**src/inc/dhp_pkg.sv**
```systemverilog
package dhp_pkg;

  // timing
  localparam int CLK_PERIOD_NS = 4;
  localparam int STEP_SLOW_US = 6800;
  localparam int STEP_FAST_US = 4500;
  localparam int SETTLE_US = 50000;
  localparam int RAMP_STEPS = 4;
  localparam int STEP_SLOW_CYC =
    (STEP_SLOW_US * 1000 + CLK_PERIOD_NS - 1) / CLK_PERIOD_NS;
  localparam int STEP_FAST_CYC =
    (STEP_FAST_US * 1000 + CLK_PERIOD_NS - 1) / CLK_PERIOD_NS;
  localparam int SETTLE_CYC =
    (SETTLE_US * 1000 + CLK_PERIOD_NS - 1) / CLK_PERIOD_NS;
  localparam int RAMP_DEC_CYC = (STEP_SLOW_CYC - STEP_FAST_CYC) / RAMP_STEPS;
  localparam int TIMER_W = 24;

  // tracks
  localparam logic [7:0] HOME_TRACK = 8'h00;
  localparam logic [7:0] LAST_TRACK = 8'h57;

  // sequencing register states, one per track residue modulo three
  localparam logic [1:0] SEQ_RES0 = 2'h0;
  localparam logic [1:0] SEQ_RES1 = 2'h1;
  localparam logic [1:0] SEQ_RES2 = 2'h2;

  // register map
  localparam logic [7:0] REG_CTRL = 8'h00;
  localparam logic [7:0] REG_STATUS = 8'h04;
  localparam logic [7:0] REG_TRACK = 8'h08;
  localparam logic CTRL_MASTER_RESET = 1'h0;
  localparam int CTRL_MASTER_BIT = 0;
  localparam int ST_READY_BIT = 0;
  localparam int ST_BAD_BIT = 1;
  localparam int ST_GT_BIT = 2;
  localparam int ST_LT_BIT = 3;
  localparam int ST_EQ_BIT = 4;
  localparam int ST_SETTLED_BIT = 5;
  localparam int ST_DIR_UP_BIT = 6;
  localparam int ST_SEQ_LSB = 8;
  localparam int TRK_TARGET_LSB = 0;
  localparam int TRK_CURRENT_LSB = 8;

  typedef enum logic [1:0] {
    MODE_NO_DISK = 2'b00,
    MODE_RECAL = 2'b01,
    MODE_READY = 2'b10
  } dhp_mode_e;

  typedef struct packed {
    logic gt;
    logic lt;
    logic eq;
  } dhp_cmp_s;

  typedef struct packed {
    logic psel;
    logic penable;
    logic pwrite;
    logic [7:0] paddr;
    logic [31:0] pwdata;
  } dhp_apb_req_s;

  typedef struct packed {
    logic [31:0] prdata;
    logic pready;
    logic pslverr;
  } dhp_apb_rsp_s;

endpackage

```
**src/logic/dhp_positioner.sv**
```systemverilog
// Decided for this implementation: the APB register port and the register offsets.
`timescale 1ns/10ps
// How it works
// - with disk up to speed and no bad track, step outward toward track 00
// - track 00 reached during recalibration sets ready and stops stepping
// - ready goes to the controller only while this unit is selected
// - own 8-bit target latch in two halves; seek reaches selected unit only
// - qualified seek leading edge loads the presented address into target
// - loss of speed or disk removal clears the target latch
// - a target of zero forces recalibration onto track 00
// - targets above 87 are illegal and raise the bad track flag
// - bad track flag is clocked on the trailing edge of the seek pulse
// - bad track flag is multiplexed to the controller by unit select
// - bad track flag blocks step pulses from the sequencing register while ready
// - current track counter follows steps and recalibrates at track 00
// - counter is two cascaded 4-bit up/down halves, direction high is up
// - counter clears at track 00 and counts only once ready
// - comparator gives greater, less and equal of target versus current
// - two cascaded 5-bit compare stages, outputs low until ready
// - one winding at a time; all off once heads have settled
// - sequencing register homes at track 00, moves one place per step
// - winding follows track modulo three: residue 0, 1, 2 to outputs 0-2
// - step clock runs while tracks differ or drive not ready
// - step interval ramps from 6.8 ms down to 4.5 ms per movement
// - settle timer retriggered by seek and steps, settled 50 ms later
// - disk removed at track 00 steps the carriage one track inward, to track 1
module dhp_positioner #(
  parameter logic [23:0] SLOW_CYC = 24'(dhp_pkg::STEP_SLOW_CYC),
  parameter logic [23:0] FAST_CYC = 24'(dhp_pkg::STEP_FAST_CYC),
  parameter logic [23:0] RAMP_DEC = 24'(dhp_pkg::RAMP_DEC_CYC),
  parameter logic [23:0] SETTLE_CYC = 24'(dhp_pkg::SETTLE_CYC)
) (
  input logic clock, // 250 MHz
  input logic rstn, // synchronous, active low
  input dhp_pkg::dhp_apb_req_s apb_req, // apb request
  output dhp_pkg::dhp_apb_rsp_s apb_rsp, // apb answer
  input logic disk_speed_ok, // disk in and up to speed
  input logic track00, // home sensor, high at track 00
  input logic seek_n, // seek pulse, active low
  input logic write_gate_n, // controller write gate, active low
  input logic unit_select, // this unit selected
  input logic [7:0] track_addr, // target track from controller
  input logic peer_ready, // ready of the other unit
  input logic peer_bad_track, // bad track flag of the other unit
  output logic [2:0] winding, // stepper winding drives
  output logic ctl_ready, // ready toward the controller
  output logic ctl_bad_track, // bad track toward the controller
  output logic heads_settled // heads settled on track
);
  import dhp_pkg::*;

  dhp_mode_e mode;
  dhp_mode_e next_mode;
  logic [7:0] target;
  logic bad_track;
  logic seek_q;
  logic seek_qual;
  logic seek_fall;
  logic seek_rise;
  logic [3:0] cur_lo;
  logic [3:0] cur_hi;
  logic [7:0] current;
  dhp_cmp_s cmp_lo;
  dhp_cmp_s cmp_raw;
  dhp_cmp_s cmp;
  logic drive_ready;
  logic target_zero;
  logic step_en;
  logic dir_up;
  logic step_tick;
  logic step_pass;
  logic step_ok;
  logic leaving_home;
  logic [1:0] seq;
  logic [23:0] step_cnt;
  logic [23:0] step_intv;
  logic [23:0] ramp_dec;
  logic [23:0] settle_cnt;
  logic timed_out;
  logic is_master;
  logic [31:0] rd_data;
  logic rd_hit;
  logic apb_setup;
  logic wr_ctrl;

  // one stage of the cascaded magnitude compare
  function automatic dhp_cmp_s cmp5(input logic [4:0] a, input logic [4:0] b,
                                    input dhp_cmp_s low);
    dhp_cmp_s r;
    r.gt = (a > b) | ((a == b) & low.gt);
    r.lt = (a < b) | ((a == b) & low.lt);
    r.eq = (a == b) & low.eq;
    return r;
  endfunction

  // drive mode

  assign drive_ready = (mode == MODE_READY);

  always_comb begin
    next_mode = mode;
    unique case (mode)
      MODE_NO_DISK: begin
        if (disk_speed_ok && !bad_track) begin
          next_mode = MODE_RECAL;
        end
      end
      MODE_RECAL: begin
        if (track00) begin
          next_mode = MODE_READY;
        end
      end
      MODE_READY: begin
        next_mode = MODE_READY;
      end
      default: begin
        next_mode = MODE_NO_DISK;
      end
    endcase
    if (!disk_speed_ok) begin
      next_mode = MODE_NO_DISK;
    end
  end

  always_ff @(posedge clock) begin
    if (!rstn) begin
      mode <= MODE_NO_DISK;
    end else begin
      mode <= next_mode;
    end
  end

  // seek pulse and target latch

  assign seek_qual = unit_select & write_gate_n;
  assign seek_fall = seek_q & ~seek_n & seek_qual;
  assign seek_rise = ~seek_q & seek_n & seek_qual;

  always_ff @(posedge clock) begin
    if (!rstn) begin
      seek_q <= 1'b1;
    end else begin
      seek_q <= seek_n;
    end
  end

  always_ff @(posedge clock) begin
    if (!rstn) begin
      target <= HOME_TRACK;
    end else if (!disk_speed_ok) begin
      target <= HOME_TRACK;
    end else if (seek_fall) begin
      target <= track_addr;
    end
  end

  assign target_zero = (target == HOME_TRACK);

  always_ff @(posedge clock) begin
    if (!rstn) begin
      bad_track <= 1'b0;
    end else if (!disk_speed_ok) begin
      bad_track <= 1'b0;
    end else if (seek_rise) begin
      bad_track <= (target > LAST_TRACK);
    end
  end

  // current track counter and comparator

  assign current = {cur_hi, cur_lo};

  always_ff @(posedge clock) begin
    if (!rstn) begin
      cur_lo <= 4'h0;
      cur_hi <= 4'h0;
    end else if (track00 && !step_ok && !leaving_home) begin
      cur_lo <= 4'h0;
      cur_hi <= 4'h0;
    end else if (step_ok && drive_ready) begin
      if (dir_up) begin
        cur_lo <= cur_lo + 4'h1;
        if (cur_lo == 4'hf) begin
          cur_hi <= cur_hi + 4'h1;
        end
      end else begin
        cur_lo <= cur_lo - 4'h1;
        if (cur_lo == 4'h0) begin
          cur_hi <= cur_hi - 4'h1;
        end
      end
    end
  end

  always_comb begin
    cmp_lo = cmp5({1'b0, target[3:0]}, {1'b0, cur_lo}, 3'b001);
    cmp_raw = cmp5({1'b0, target[7:4]}, {1'b0, cur_hi}, cmp_lo);
    cmp = drive_ready ? cmp_raw : 3'b000;
  end

  // step clock control, direction and gating

  always_comb begin
    step_en = !drive_ready || !cmp.eq;
    if (drive_ready && target_zero && !track00) begin
      step_en = 1'b1;
    end
    if (!disk_speed_ok && track00) begin
      step_en = 1'b1;
    end
  end

  always_comb begin
    if (!disk_speed_ok) begin
      dir_up = track00;
    end else begin
      dir_up = drive_ready && cmp.gt && !target_zero;
    end
  end

  assign ramp_dec = (RAMP_DEC == 24'h0) ? 24'h1 : RAMP_DEC;

  always_ff @(posedge clock) begin
    if (!rstn || !step_en) begin
      step_cnt <= 24'h0;
      step_intv <= SLOW_CYC;
    end else if (step_cnt == 24'h0) begin
      step_cnt <= step_intv - 24'h1;
      if (step_intv > FAST_CYC + ramp_dec) begin
        step_intv <= step_intv - ramp_dec;
      end else begin
        step_intv <= FAST_CYC;
      end
    end else begin
      step_cnt <= step_cnt - 24'h1;
    end
  end

  assign step_tick = step_en && (step_cnt == 24'h0);
  // an illegal target is held off at once, before the flag is clocked
  assign step_pass = (disk_speed_ok &&
                      !((bad_track || target > LAST_TRACK) && drive_ready)) ||
                     (!disk_speed_ok && track00);
  assign step_ok = step_tick && step_pass;

  // sensor lags an inward step off home; homing then would undo the step
  always_ff @(posedge clock) begin
    if (!rstn) begin
      leaving_home <= 1'b0;
    end else if (step_ok && dir_up && track00) begin
      leaving_home <= 1'b1;
    end else if (!track00) begin
      leaving_home <= 1'b0;
    end
  end

  // stepper sequencing register and windings

  always_ff @(posedge clock) begin
    if (!rstn) begin
      seq <= SEQ_RES0;
    end else if (step_ok) begin
      if (dir_up) begin
        seq <= (seq == SEQ_RES2) ? SEQ_RES0 : seq + 2'h1;
      end else begin
        seq <= (seq == SEQ_RES0) ? SEQ_RES2 : seq - 2'h1;
      end
    end else if (track00 && !leaving_home) begin
      seq <= SEQ_RES0;
    end
  end

  always_ff @(posedge clock) begin
    if (!rstn) begin
      settle_cnt <= 24'h0;
    end else if (step_ok || seek_fall) begin
      settle_cnt <= SETTLE_CYC;
    end else if (settle_cnt != 24'h0) begin
      settle_cnt <= settle_cnt - 24'h1;
    end
  end

  assign timed_out = (settle_cnt == 24'h0);

  genvar gi;
  generate
    for (gi = 0; gi < 3; gi = gi + 1) begin : g_winding
      always_ff @(posedge clock) begin
        if (!rstn) begin
          winding[gi] <= 1'b0;
        end else begin
          winding[gi] <= !timed_out && (seq == 2'(gi));
        end
      end
    end
  endgenerate

  always_ff @(posedge clock) begin
    if (!rstn) begin
      heads_settled <= 1'b0;
    end else begin
      heads_settled <= drive_ready && timed_out && !step_en;
    end
  end

  // controller side multiplexing

  always_ff @(posedge clock) begin
    if (!rstn) begin
      ctl_ready <= 1'b0;
      ctl_bad_track <= 1'b0;
    end else if (unit_select) begin
      ctl_ready <= drive_ready;
      ctl_bad_track <= bad_track;
    end else begin
      ctl_ready <= is_master && peer_ready;
      ctl_bad_track <= is_master && peer_bad_track;
    end
  end

  // apb slave

  assign apb_setup = apb_req.psel && !apb_req.penable;
  assign wr_ctrl = apb_req.psel && apb_req.penable && apb_rsp.pready &&
                   apb_req.pwrite && ({apb_req.paddr[7:2], 2'b00} == REG_CTRL);

  always_comb begin
    rd_data = 32'h0;
    rd_hit = 1'b1;
    case ({apb_req.paddr[7:2], 2'b00})
      REG_CTRL: begin
        rd_data[CTRL_MASTER_BIT] = is_master;
      end
      REG_STATUS: begin
        rd_data[ST_READY_BIT] = drive_ready;
        rd_data[ST_BAD_BIT] = bad_track;
        rd_data[ST_GT_BIT] = cmp.gt;
        rd_data[ST_LT_BIT] = cmp.lt;
        rd_data[ST_EQ_BIT] = cmp.eq;
        rd_data[ST_SETTLED_BIT] = heads_settled;
        rd_data[ST_DIR_UP_BIT] = dir_up;
        rd_data[ST_SEQ_LSB +: 2] = seq;
      end
      REG_TRACK: begin
        rd_data[TRK_TARGET_LSB +: 8] = target;
        rd_data[TRK_CURRENT_LSB +: 8] = current;
      end
      default: begin
        rd_hit = 1'b0;
      end
    endcase
  end

  always_ff @(posedge clock) begin
    if (!rstn) begin
      apb_rsp <= '0;
    end else begin
      apb_rsp.pready <= apb_setup;
      if (apb_setup) begin
        apb_rsp.prdata <= apb_req.pwrite ? 32'h0 : rd_data;
        apb_rsp.pslverr <= !rd_hit;
      end else if (!apb_req.psel) begin
        apb_rsp.prdata <= 32'h0;
        apb_rsp.pslverr <= 1'b0;
      end
    end
  end

  always_ff @(posedge clock) begin
    if (!rstn) begin
      is_master <= CTRL_MASTER_RESET;
    end else if (wr_ctrl) begin
      is_master <= apb_req.pwdata[CTRL_MASTER_BIT];
    end
  end
endmodule // dhp_positioner

```
**config.mk**
```make
export PLATFORM = sky130hd
export DESIGN_NAME = dhp_positioner
export DESIGN_NICKNAME = d
export VERILOG_FILES = /design/src/inc/dhp_pkg.sv /design/src/logic/dhp_positioner.sv
export SDC_FILE = /design/constraint.sdc
export NUM_CORES = 1
export LEC_CHECK = 0
export ABC_AREA = 1
export BUFFER_PORTS_ARGS = -buffer_cell sky130_fd_sc_hd__buf_2
export CAP_MARGIN = 10
export CORE_ASPECT_RATIO = 1.25
export CORE_UTILIZATION = 63
export DETAILED_ROUTE_END_ITERATION = 10
export PLACE_DENSITY = 0.91
export SLEW_MARGIN = 30
export SYNTH_ARGS = -nofsm -noshare
export SYNTH_HDL_FRONTEND = slang
export SYNTH_SLANG_ARGS = --single-unit
```
**constraint.sdc**
```tcl
create_clock -name clock -period 7.05 [get_ports clock]
set_input_delay 0.3525 -clock clock [delete_from_list [all_inputs] [get_ports clock]]
set_output_delay 0.3525 -clock clock [all_outputs]
set_load 0.03 [all_outputs]
```
After elaboration in Yosys (flattened, before gate mapping)
Index checks and enable logic that the tools add are counted.

Register bits: 136. Input bits: 60. Output and inout port bits: 40. Logic and storage cells: 164.

Add/sub/neg operators: 10. Magnitude comparators: 6. Equal/unequal tests: 14. Muxes and demuxes: 35. Bitwise operators: 13. Reduce and logical (&&, ||, !) cells: 64.

Operator list (number): two-way mux 24 bit (4); subtractor 24 x 1 -> 24 bit, second input constant (3); two-way mux 32 bit (2); logical NOT 24 bit (2); logical AND 1 bit (28); > comparator 24 x 21 -> 1 bit, second input constant (1); nonzero test 24 bit (1); subtractor 24 x 18 -> 24 bit, second input constant (1); two-way mux 16 bit (1); two-way mux 4 bit (4); logical NOT 1 bit (14); two-way mux 2 bit (7); one-hot mux 6 bit (2 select lines) (1); two-way mux 1 bit (11); adder 4 x 1 -> 4 bit, second input constant (2); AND 1 bit (8); equality test 4 bit (2); > comparator 4 bit (2); > comparator 8 x 7 -> 1 bit, second input constant (1); logical NOT 8 bit (1); < comparator 4 bit (2); subtractor 4 x 1 -> 4 bit, second input constant (2); equality test 6 x 1 -> 1 bit, second input constant (1); equality test 6 x 2 -> 1 bit, second input constant (1); 23 further kinds (40).

Logic depth before layout (Yosys ltp)
Gate-level depths: netlist (run 1).

Depth after elaboration: 14. Mapped depth: 19. Mapped depth without buffers: 19.

Worst setup path after synthesis (run 1)
Ideal clock, no wire load.

Kind: reg2reg. Start point: register cur_lo[1]. End point: register cur_hi[3]. Setup time: 0.113 ns. Data arrival time: 2.553 ns. Required time: 6.937 ns. Setup slack: 4.384 ns. Cell stages (with the launch flop): 19. Buffers on the path: 0. Clock period less this slack: 2.666 ns. Cells stage by stage: dfxtp_1 -> inv_1 -> ha_1 -> nand2_1 -> nor2_1 -> nand2_1 -> nand2_1 -> nor2_1 -> nand3_1 -> nand2_1 -> inv_1 -> ha_1 -> a21oi_1 -> o21ai_0 -> xor2_1 -> nor2_1 -> nand2_1 -> nand2_1 -> nor2_1.

Cells in the longest elaborated chain, start to end: 13. Elaborated cells on any way between the ends: 26. Those cells by class: 1 x order compare; 3 x eq/ne; 5 x mux; 3 x bitwise; 14 x reduce/logical.

RTL lines: from (decl) (line dhp_positioner.sv:60) `logic [3:0] cur_lo;`; from (signal assigned) (line dhp_positioner.sv:182) `cur_lo <= cur_lo + 4'h1;`; from (signal assigned) (line dhp_positioner.sv:187) `cur_lo <= cur_lo - 4'h1;`; branches (longest 13 deep; another with > comparator 4 bit); to (signal assigned) (line dhp_positioner.sv:184) `cur_hi <= cur_hi + 4'h1;`; to (signal assigned) (line dhp_positioner.sv:189) `cur_hi <= cur_hi - 4'h1;`; to (decl) (line dhp_positioner.sv:61) `logic [3:0] cur_hi;`.

Parallel ways; which one is timed is not known. A chain may end at the register's enable or synchronous reset.

Worst setup path after layout (run 1)
Start point: register cur_hi[1]. End point: register step_intv[20].

Cells in the longest elaborated chain, start to end: 9.

RTL lines: equality test 4 bit (line dhp_positioner.sv:92) `r.eq = (a == b) & low.eq;`; AND 1 bit (line dhp_positioner.sv:92); two-way mux 3 bit (line dhp_positioner.sv:198) `cmp = drive_ready ? cmp_raw : 3'b000;`; logical NOT 1 bit (line dhp_positioner.sv:204) `step_en = !drive_ready || !cmp.eq;`; logical OR 1 bit (line dhp_positioner.sv:204); two-way mux 1 bit (line dhp_positioner.sv:205) `if (drive_ready && target_zero && !track00) begin`; two-way mux 1 bit (line dhp_positioner.sv:208) `if (!disk_speed_ok && track00) begin`; logical NOT 1 bit (line dhp_positioner.sv:224) `if (!rstn || !step_en) begin`; logical OR 1 bit (line dhp_positioner.sv:224); to (signal assigned) (line dhp_positioner.sv:230) `step_intv <= step_intv - ramp_dec;`; to (decl) (line dhp_positioner.sv:76) `logic [23:0] step_intv;`.

No other way between the ends.

==> results of run 1 <==
[Yosys cell counts (3+ instances only)]
cell type  count  area share (%)
a211oi_1       3            0.32
a21oi_1       77             5.5
a221oi_1       3            0.38
a31oi_1        7            0.63
buf_2          6            0.43
buf_4         21             2.3
buf_6          3            0.48
clkbuf_1       7            0.38
dfxtp_1      119              34
ha_1          22             3.9
inv_1        144             7.7
inv_2          4            0.21
nand2_1      234              13
nand2_2        3            0.27
nand3_1       52             3.7
nand4_1       39             3.5
nor2_1       167             9.0
nor2_4         5            0.80
nor3_1        21             1.5
nor4_1        11            0.98
o211ai_1       4            0.43
o21ai_0       41             2.9
o21bai_1       3            0.32
or2_2          4            0.36
xnor2_1        5            0.63
xor2_1        22             2.8
[worst paths after layout]
path / end / depth (start not counted)
max: step_intv[20] / 12
max reg2reg: step_intv[20] / 12
min: seek_q / 2
min reg2reg: step_cnt[0] / 1
[power groups by stage]
stage / registers [mW] / clock network [mW] / logic [mW]
after detailed placement: 0.942 / 0 / 1.55
final: 0.939 / 0.877 / 1.62
after global placement: 0.941 / 0 / 1.51
after CTS: 0.933 / 0.872 / 1.58
after floorplan: 0.920 / 0 / 1.34
after global routing: 0.958 / 0.909 / 1.83
[metal layers]
metal	routed length [um]	vias up
li1	-	3500
met1	6990	3193
met2	8700	333
met3	1220	69
met4	771	0
met5	0	-
[flip-flops by register name, summed over array words and instances, names as in the netlist, 2 cells and up]
signal      flops
settle_cnt     24
step_cnt       24
seq             2
mode            2
winding         3
step_intv      23
apb_rsp        18
cur_lo          4
target          8
cur_hi          4
[metrics by stage]
stage | utilization [%] | setup slack (ps) | cells | hold WS [ps] | area, um2
floorplan | - | 4380 | 1072 | 413 | 7060
global placement | 67.5 | 3670 | 1218 | 424 | 7230
detailed placement | 67.5 | 3630 | 1218 | 434 | 7230
CTS | 73.1 | 3590 | 1250 | 165 | 7830
global route | 73.1 | 3290 | 1250 | 166 | 7830
finish | 73.1 | 3550 | 1250 | 166 | 7830
[cell families (layout without fill, tap and decap cells)]
kind of cell / Yosys count / in the layout / share of synthesized area (%)
AND/OR/NAND/NOR: 547 / 547 / 34.3
buffers and inverters: 186 / 232 / 11.5
AO/OA/AOI/OAI: 153 / 153 / 12.3
flip-flops: 119 / 119 / 34.0
XOR/XNOR: 27 / 27 / 3.38
adder cells (fa/ha/maj): 24 / 24 / 4.50
other: 1 / 16 / 0.0536
[cell usage in the layout, fill, tap and decap left out, types with 3 or more instances in the layout]
master,netlist,layout
a211oi_1,3,3
a21oi_1,77,77
a221oi_1,3,3
a31oi_1,7,7
buf_2,6,50
clkbuf_16,0,17
clkinvlp_4,0,7
conb_1,1,16
dfxtp_1,119,119
ha_1,22,22
inv_1,144,144
inv_2,4,4
nand2_1,234,234
nand2_2,3,3
nand3_1,52,52
nand4_1,39,39
nor2_1,167,167
nor2_4,5,5
nor3_1,21,21
nor4_1,11,11
o211ai_1,4,4
o21ai_0,41,41
o21bai_1,3,3
or2_2,4,4
xnor2_1,5,5
xor2_1,22,22
[critical path, delay by kind of cell, from the launching register on]
family | cells | cell delay [ps]
adders and majority gates | 1 | 310
buffers and inverters | 3 | 810
DFF | 1 | 400
and+or+nand+nor | 8 | 1920
[final cells by class]
| type | count | area [um2] | share of cell area, % |
|---|---|---|---|
| multi-input combinational | 767 | 3870 | 49.4 |
| sequential | 119 | 2380 | 30.4 |
| inverter | 149 | 559 | 7.14 |
| clock buffer | 19 | 453 | 5.78 |
| timing repair buffer | 51 | 258 | 3.29 |
| tap | 132 | 165 | 2.11 |
| clock inverter | 13 | 148 | 1.88 |
==> results.sh, run 1 <==
export IMPL_async_reset_ff_share_pct=0
export IMPL_rrSetupSlack_ps=3550
export IMPL_synth_edf_count=0
export IMPL_skew_ps=7.66
export IMPL_maxSlewViolCount=0
export IMPL_drive_above_1_share_pct=9.93
export IMPL_syn_inst=1057
export IMPL_combPwrFrac_pct=47.1
export IMPL_htree_num_levels=4
export IMPL_netlist_area_um2=7000
export IMPL_crit_fanout=24
export IMPL_cp_end_kind="register"
export IMPL_clk_pin_slew_ps=60
export IMPL_insertion_delay_ps=430
export IMPL_status="completed"
export IMPL_io_buffer_count=50
export IMPL_cts_hold_buf=0
export IMPL_dp_hpwl_um=12200
export IMPL_diodes=0
export IMPL_numCtsBuffers=17
export IMPL_die_width_um=96.3
export IMPL_syn_area_per_cell_um2=6.62
export IMPL_cts_tree="yes"
export IMPL_ys_flop_type="dfxtp_1"
export IMPL_postRouteAntennaNets=0
export IMPL_gr_usage_met1_pct=37.0
export IMPL_yosys_cell_types_count=49
export IMPL_clockBufferDepth=2
export IMPL_crit_type="register to register"
export IMPL_overflow=0
export IMPL_nFillCells=829
export IMPL_rsz0062_at_grt="false"
export IMPL_fin_crit_sh_pct=49.7
export IMPL_worstMarginPinSlew_ps=942
export IMPL_powerDensity_nw_per_um2=438
export IMPL_cts_sinks=119
export IMPL_via_count=7095
export IMPL_power_switching_mw=1.59
export IMPL_grt_use_total_pct=32.5
export IMPL_use_met3_pct=7.86
export IMPL_grt_busiest_layer="met2"
export IMPL_maxSlewHeadroom_pct=37.1
export IMPL_first_pass_iters=5
export IMPL_worstPathArrival_ps=3870
export IMPL_wl_per_cell_um=14.1
export IMPL_slowest_stage="nand2_1"
export IMPL_p_int_mw=1.84
export IMPL_die_height_um=120
export IMPL_startpoint="cur_hi[1]"
export IMPL_hold_class="input port to register"
export IMPL_period_needed_ps=3500
export IMPL_cp_start_kind="register"
export IMPL_drc=0
export IMPL_drtIter0Drc=404
export IMPL_regToRegStartpoint="cur_hi[1]"
export IMPL_initial_core_util_pct=65.3
export IMPL_ys_ff_latch=119
export IMPL_cp_cell_sequence="inv_1, ha_1, nand2_1, nor2_1, nand2_1, nor2_1, nand3_1, nand2_1, inv_1, nand2_2, inv_1, nand2_1"
export IMPL_hold_viol_final=0
export IMPL_cts_root_buffer="clkbuf_16"
export IMPL_grt_start_max_net_pins=34
export IMPL_gp_congestion=0.903
export IMPL_design_portCount=100
export IMPL_post_cts_setup_buffer_count=0
export IMPL_core_area_um2=10700
export IMPL_p_leak_nw=3.71
export IMPL_hold_path_startpoint="seek_n"
export IMPL_crit_top_cell="nand2_1"
export IMPL_yosysSeqAreaShare_pct=34.0
export IMPL_die_area_um2=11500
export IMPL_synth_warnings=0
export IMPL_seq_power_share_pct=27.3
export IMPL_row_count=42
export IMPL_p_clk_share_pct=25.5
export IMPL_via_per_inst=5.68
export IMPL_drt_wl_total_um=17700
export IMPL_max_vdd_ir_drop_uv=310
export IMPL_grt_pass1_vias=6584
export IMPL_setup_tns_ps=0
export IMPL_area_growth_syn_to_layout_pct=11.9
export IMPL_grt_use_met2_pct=54.8
export IMPL_antenna_found_initial=0
export IMPL_maxCapViolCount=0
export IMPL_fmax_mhz=286
export IMPL_critical_path_required_ps=7420
export IMPL_fin_total_pwr_mw=3.43
export IMPL_p_sw_share_pct=46.3
export IMPL_cts_resized=0
export IMPL_critPathMaxStageDelay_ps=760
export IMPL_setup_viol=0
export IMPL_grt_pass1_wl_um=29400
export IMPL_nets=1189
Power figures use the tool's default switching activity.
==> run 2, diff against run 1 <==
--- a/config.mk
+++ b/config.mk
@@ -9,9 +9,9 @@
 export BUFFER_PORTS_ARGS = -buffer_cell sky130_fd_sc_hd__buf_2
 export CAP_MARGIN = 10
 export CORE_ASPECT_RATIO = 1.25
-export CORE_UTILIZATION = 63
+export CORE_UTILIZATION = 58
 export DETAILED_ROUTE_END_ITERATION = 10
-export PLACE_DENSITY = 0.91
+export PLACE_DENSITY = 0.85
 export SLEW_MARGIN = 30
 export SYNTH_ARGS = -nofsm -noshare
 export SYNTH_HDL_FRONTEND = slang
==> constraint.sdc (replaced) <==
create_clock -name clock -period 3.25 [get_ports clock]
set_input_delay 0.1625 -clock clock [delete_from_list [all_inputs] [get_ports clock]]
set_output_delay 0.1625 -clock clock [all_outputs]
set_load 0.03 [all_outputs]
==> run 2 against run 1 <==
Register-to-register slack worse by 3300 ps; die area is 8.5% higher; non-clock buffer count is 8 higher; sequential power is 120% higher; setup slack worse by 3300 ps; utilization is 4.6 points lower; critical path depth is 5 higher; via count is 2.6% lower; worst hold slack worse by 160 ps; fmax is 16% higher; clock skew hardly changed; combinational power is 110% higher; critical path type unchanged; critical endpoint is now cur_lo[3]; highest routed layer unchanged.
==> results.sh, run 2 (synthesized netlist as in run 1, its figures left out) <==
export IMPL_clk_pin_slew_ps=60
export IMPL_final_common_cell="nand2_1"
export IMPL_first_pass_iters=5
export IMPL_htree_num_levels=4
export IMPL_fmax_mhz=332
export IMPL_cp_start_kind="register"
export IMPL_clockBufferDepth=2
export IMPL_crit_type="register to register"
export IMPL_skew_ps=8.11
export IMPL_p_int_mw=4.22
export IMPL_drive_above_1_share_pct=10.3
export IMPL_power_switching_mw=3.36
export IMPL_wl_per_cell_um=13.2
export IMPL_fin_crit_sh_pct=92.7
export IMPL_cp_end_kind="register"
export IMPL_rsz0062_at_grt="false"
export IMPL_slowest_stage="dfxtp_1"
export IMPL_cts_resized=0
export IMPL_postRouteAntennaNets=0
export IMPL_critical_path_required_ps=3550
export IMPL_r2r_cells=17
export IMPL_maxSlewHeadroom_pct=45.2
export IMPL_hold_end="ctl_bad_track"
export IMPL_holdPathStages=3
export IMPL_post_route_util_pct=68.4
export IMPL_worst_r2r_endpoint="cur_lo[3]"
export IMPL_row_count=44
export IMPL_maxSlewViolCount=0
export IMPL_initial_core_util_pct=60.0
export IMPL_drc=0
export IMPL_period_needed_ps=3010
export IMPL_most_common_layout_cells="nand2_1, nor2_1, inv_1, dfxtp_1, a21oi_1"
export IMPL_dp_hpwl_um=12500
export IMPL_worstMarginPinSlew_ps=819
export IMPL_crit_top_cell="nor2_1"
export IMPL_hold_path_startpoint="peer_bad_track"
export IMPL_worstPathArrival_ps=3310
export IMPL_numCtsBuffers=17
export IMPL_cts_sinks=119
export IMPL_io_buffer_count=50
export IMPL_nFillCells=1036
export IMPL_p_leak_nw=3.79
export IMPL_grt_use_total_pct=27.9
export IMPL_rrSetupSlack_ps=240
export IMPL_nets=1197
export IMPL_regArea_um2=2380
export IMPL_grt_pass1_vias=6277
export IMPL_regToRegStartpoint="cur_hi[1]"
export IMPL_top_regs="settle_cnt x24, step_cnt x24, step_intv x23"
export IMPL_critPathMaxStageDelay_ps=380
export IMPL_p_sw_share_pct=44.3
export IMPL_drtIter0Drc=329
export IMPL_die_area_um2=12500
export IMPL_p_clk_share_pct=27.4
export IMPL_cts_tree="yes"
export IMPL_area_growth_syn_to_layout_pct=14.1
export IMPL_multi_input_area_um2=3870
export IMPL_cp_cell_sequence="inv_1, ha_1, nand2_1, nor2_1, nand2_1, nor2_1, nor2_1, nand3_1, nand2_1, inv_1, ha_1, nand2_1, nor2_1, a211oi_1, nor2_1, o21ai_0, a21oi_1"
export IMPL_hold_class="input port to register"
export IMPL_powerDensity_nw_per_um2=950
export IMPL_hold_viol_final=0
export IMPL_diodes=0
export IMPL_maxCapViolCount=0
export IMPL_cts_root_buffer="clkbuf_16"
export IMPL_max_vdd_ir_drop_uv=743
export IMPL_via_count=6907
export IMPL_combPwrFrac_pct=45.8
export IMPL_design_portCount=100
export IMPL_seq_power_share_pct=26.8
export IMPL_grt_pass1_wl_um=28000
export IMPL_die_width_um=100
export IMPL_setup_tns_ps=0
export IMPL_overflow=0
export IMPL_grt_start_max_net_pins=24
export IMPL_insertion_delay_ps=420
export IMPL_status="completed"
export IMPL_antenna_found_initial=0
export IMPL_die_height_um=125
export IMPL_drt_wl_total_um=17000
export IMPL_via_per_inst=5.37
export IMPL_setup_viol=0
export IMPL_crit_fanout=6
export IMPL_core_area_um2=11700
export IMPL_gp_congestion=0.926
-- run 2: cell count changes in the layout (fill, tap and decap cells not counted) --
cell / before / now
buf_4: 1 / 7
clkinvlp_4: 7 / 1
clkinv_4: 2 / 6
bufinv_16: 2 / 5
clkbuf_8: 2 / 0
dlygate4sd3_1: 0 / 2
clkbuf_1: 0 / 1
clkinv_2: 0 / 1
inv_6: 2 / 1
-- run 2: power groups by stage --
stage                     clock [mW]  combinational, mW  sequential [mW]
after floorplan                    0               2.90             1.99
after global placement             0               3.33             2.04
after detailed placement           0               3.41             2.04
after CTS                       2.09               3.45             2.02
after global routing            2.17               3.95             2.07
final                           2.08               3.48             2.03
-- run 2: layout make-up --
| cell class | count | share of cell area, % |
|---|---|---|
| well taps | 161 | 2.52 |
| inverters | 149 | 7.00 |
| clock buffers | 18 | 5.37 |
| repair buffers | 59 | 4.04 |
| clock inverters | 14 | 2.80 |
| flip-flops and latches | 119 | 29.8 |
| multi-input cells | 767 | 48.4 |
-- run 2: per-layer routing --
metal	routed length, um	track usage, %
met3	977	5.33
met1	6960	32.1
met2	8520	49.3
met5	0	0
met4	505	12.3
-- run 2: worst max-delay path by stage --
stage	start	end	slack (ps)	cells past startpoint
after floorplan	cur_lo[1]	cur_hi[3]	580	18
after global placement	cur_hi[1]	cur_hi[3]	520	18
after detailed placement	cur_hi[1]	cur_lo[3]	440	17
after CTS	cur_hi[1]	cur_lo[3]	290	18
after global routing	cur_hi[1]	cur_lo[3]	20	17
final	cur_hi[1]	cur_lo[3]	240	17
-- run 2: what timing repair did --
item,CTS,global route
setup endpoints to repair,0,0
hold buffers,2,0
hold endpoints to repair,2,0
buffers inserted,0,0
-- run 2: per-stage QoR --
stage               total power [mW]  hold WS [ps]  setup slack [ps]  instances  area (um2)
floorplan                       4.89           269               584       1072        7060
global placement                5.38           384               521       1253        7310
detailed placement              5.45           386               441       1253        7310
CTS                             7.56          2.48               293       1287        7990
global route                    8.19          12.3              19.5       1287        7990
finish                          7.59          5.13               239       1287        7990
-- run 2: worst max-delay path, delay by kind of cell, from the launching register on --
family          cells  cell delay [ps]
compound gates      3              620
fa+ha+maj           2              620
buf+inv             2              310
flops               1              380
simple gates       10              950
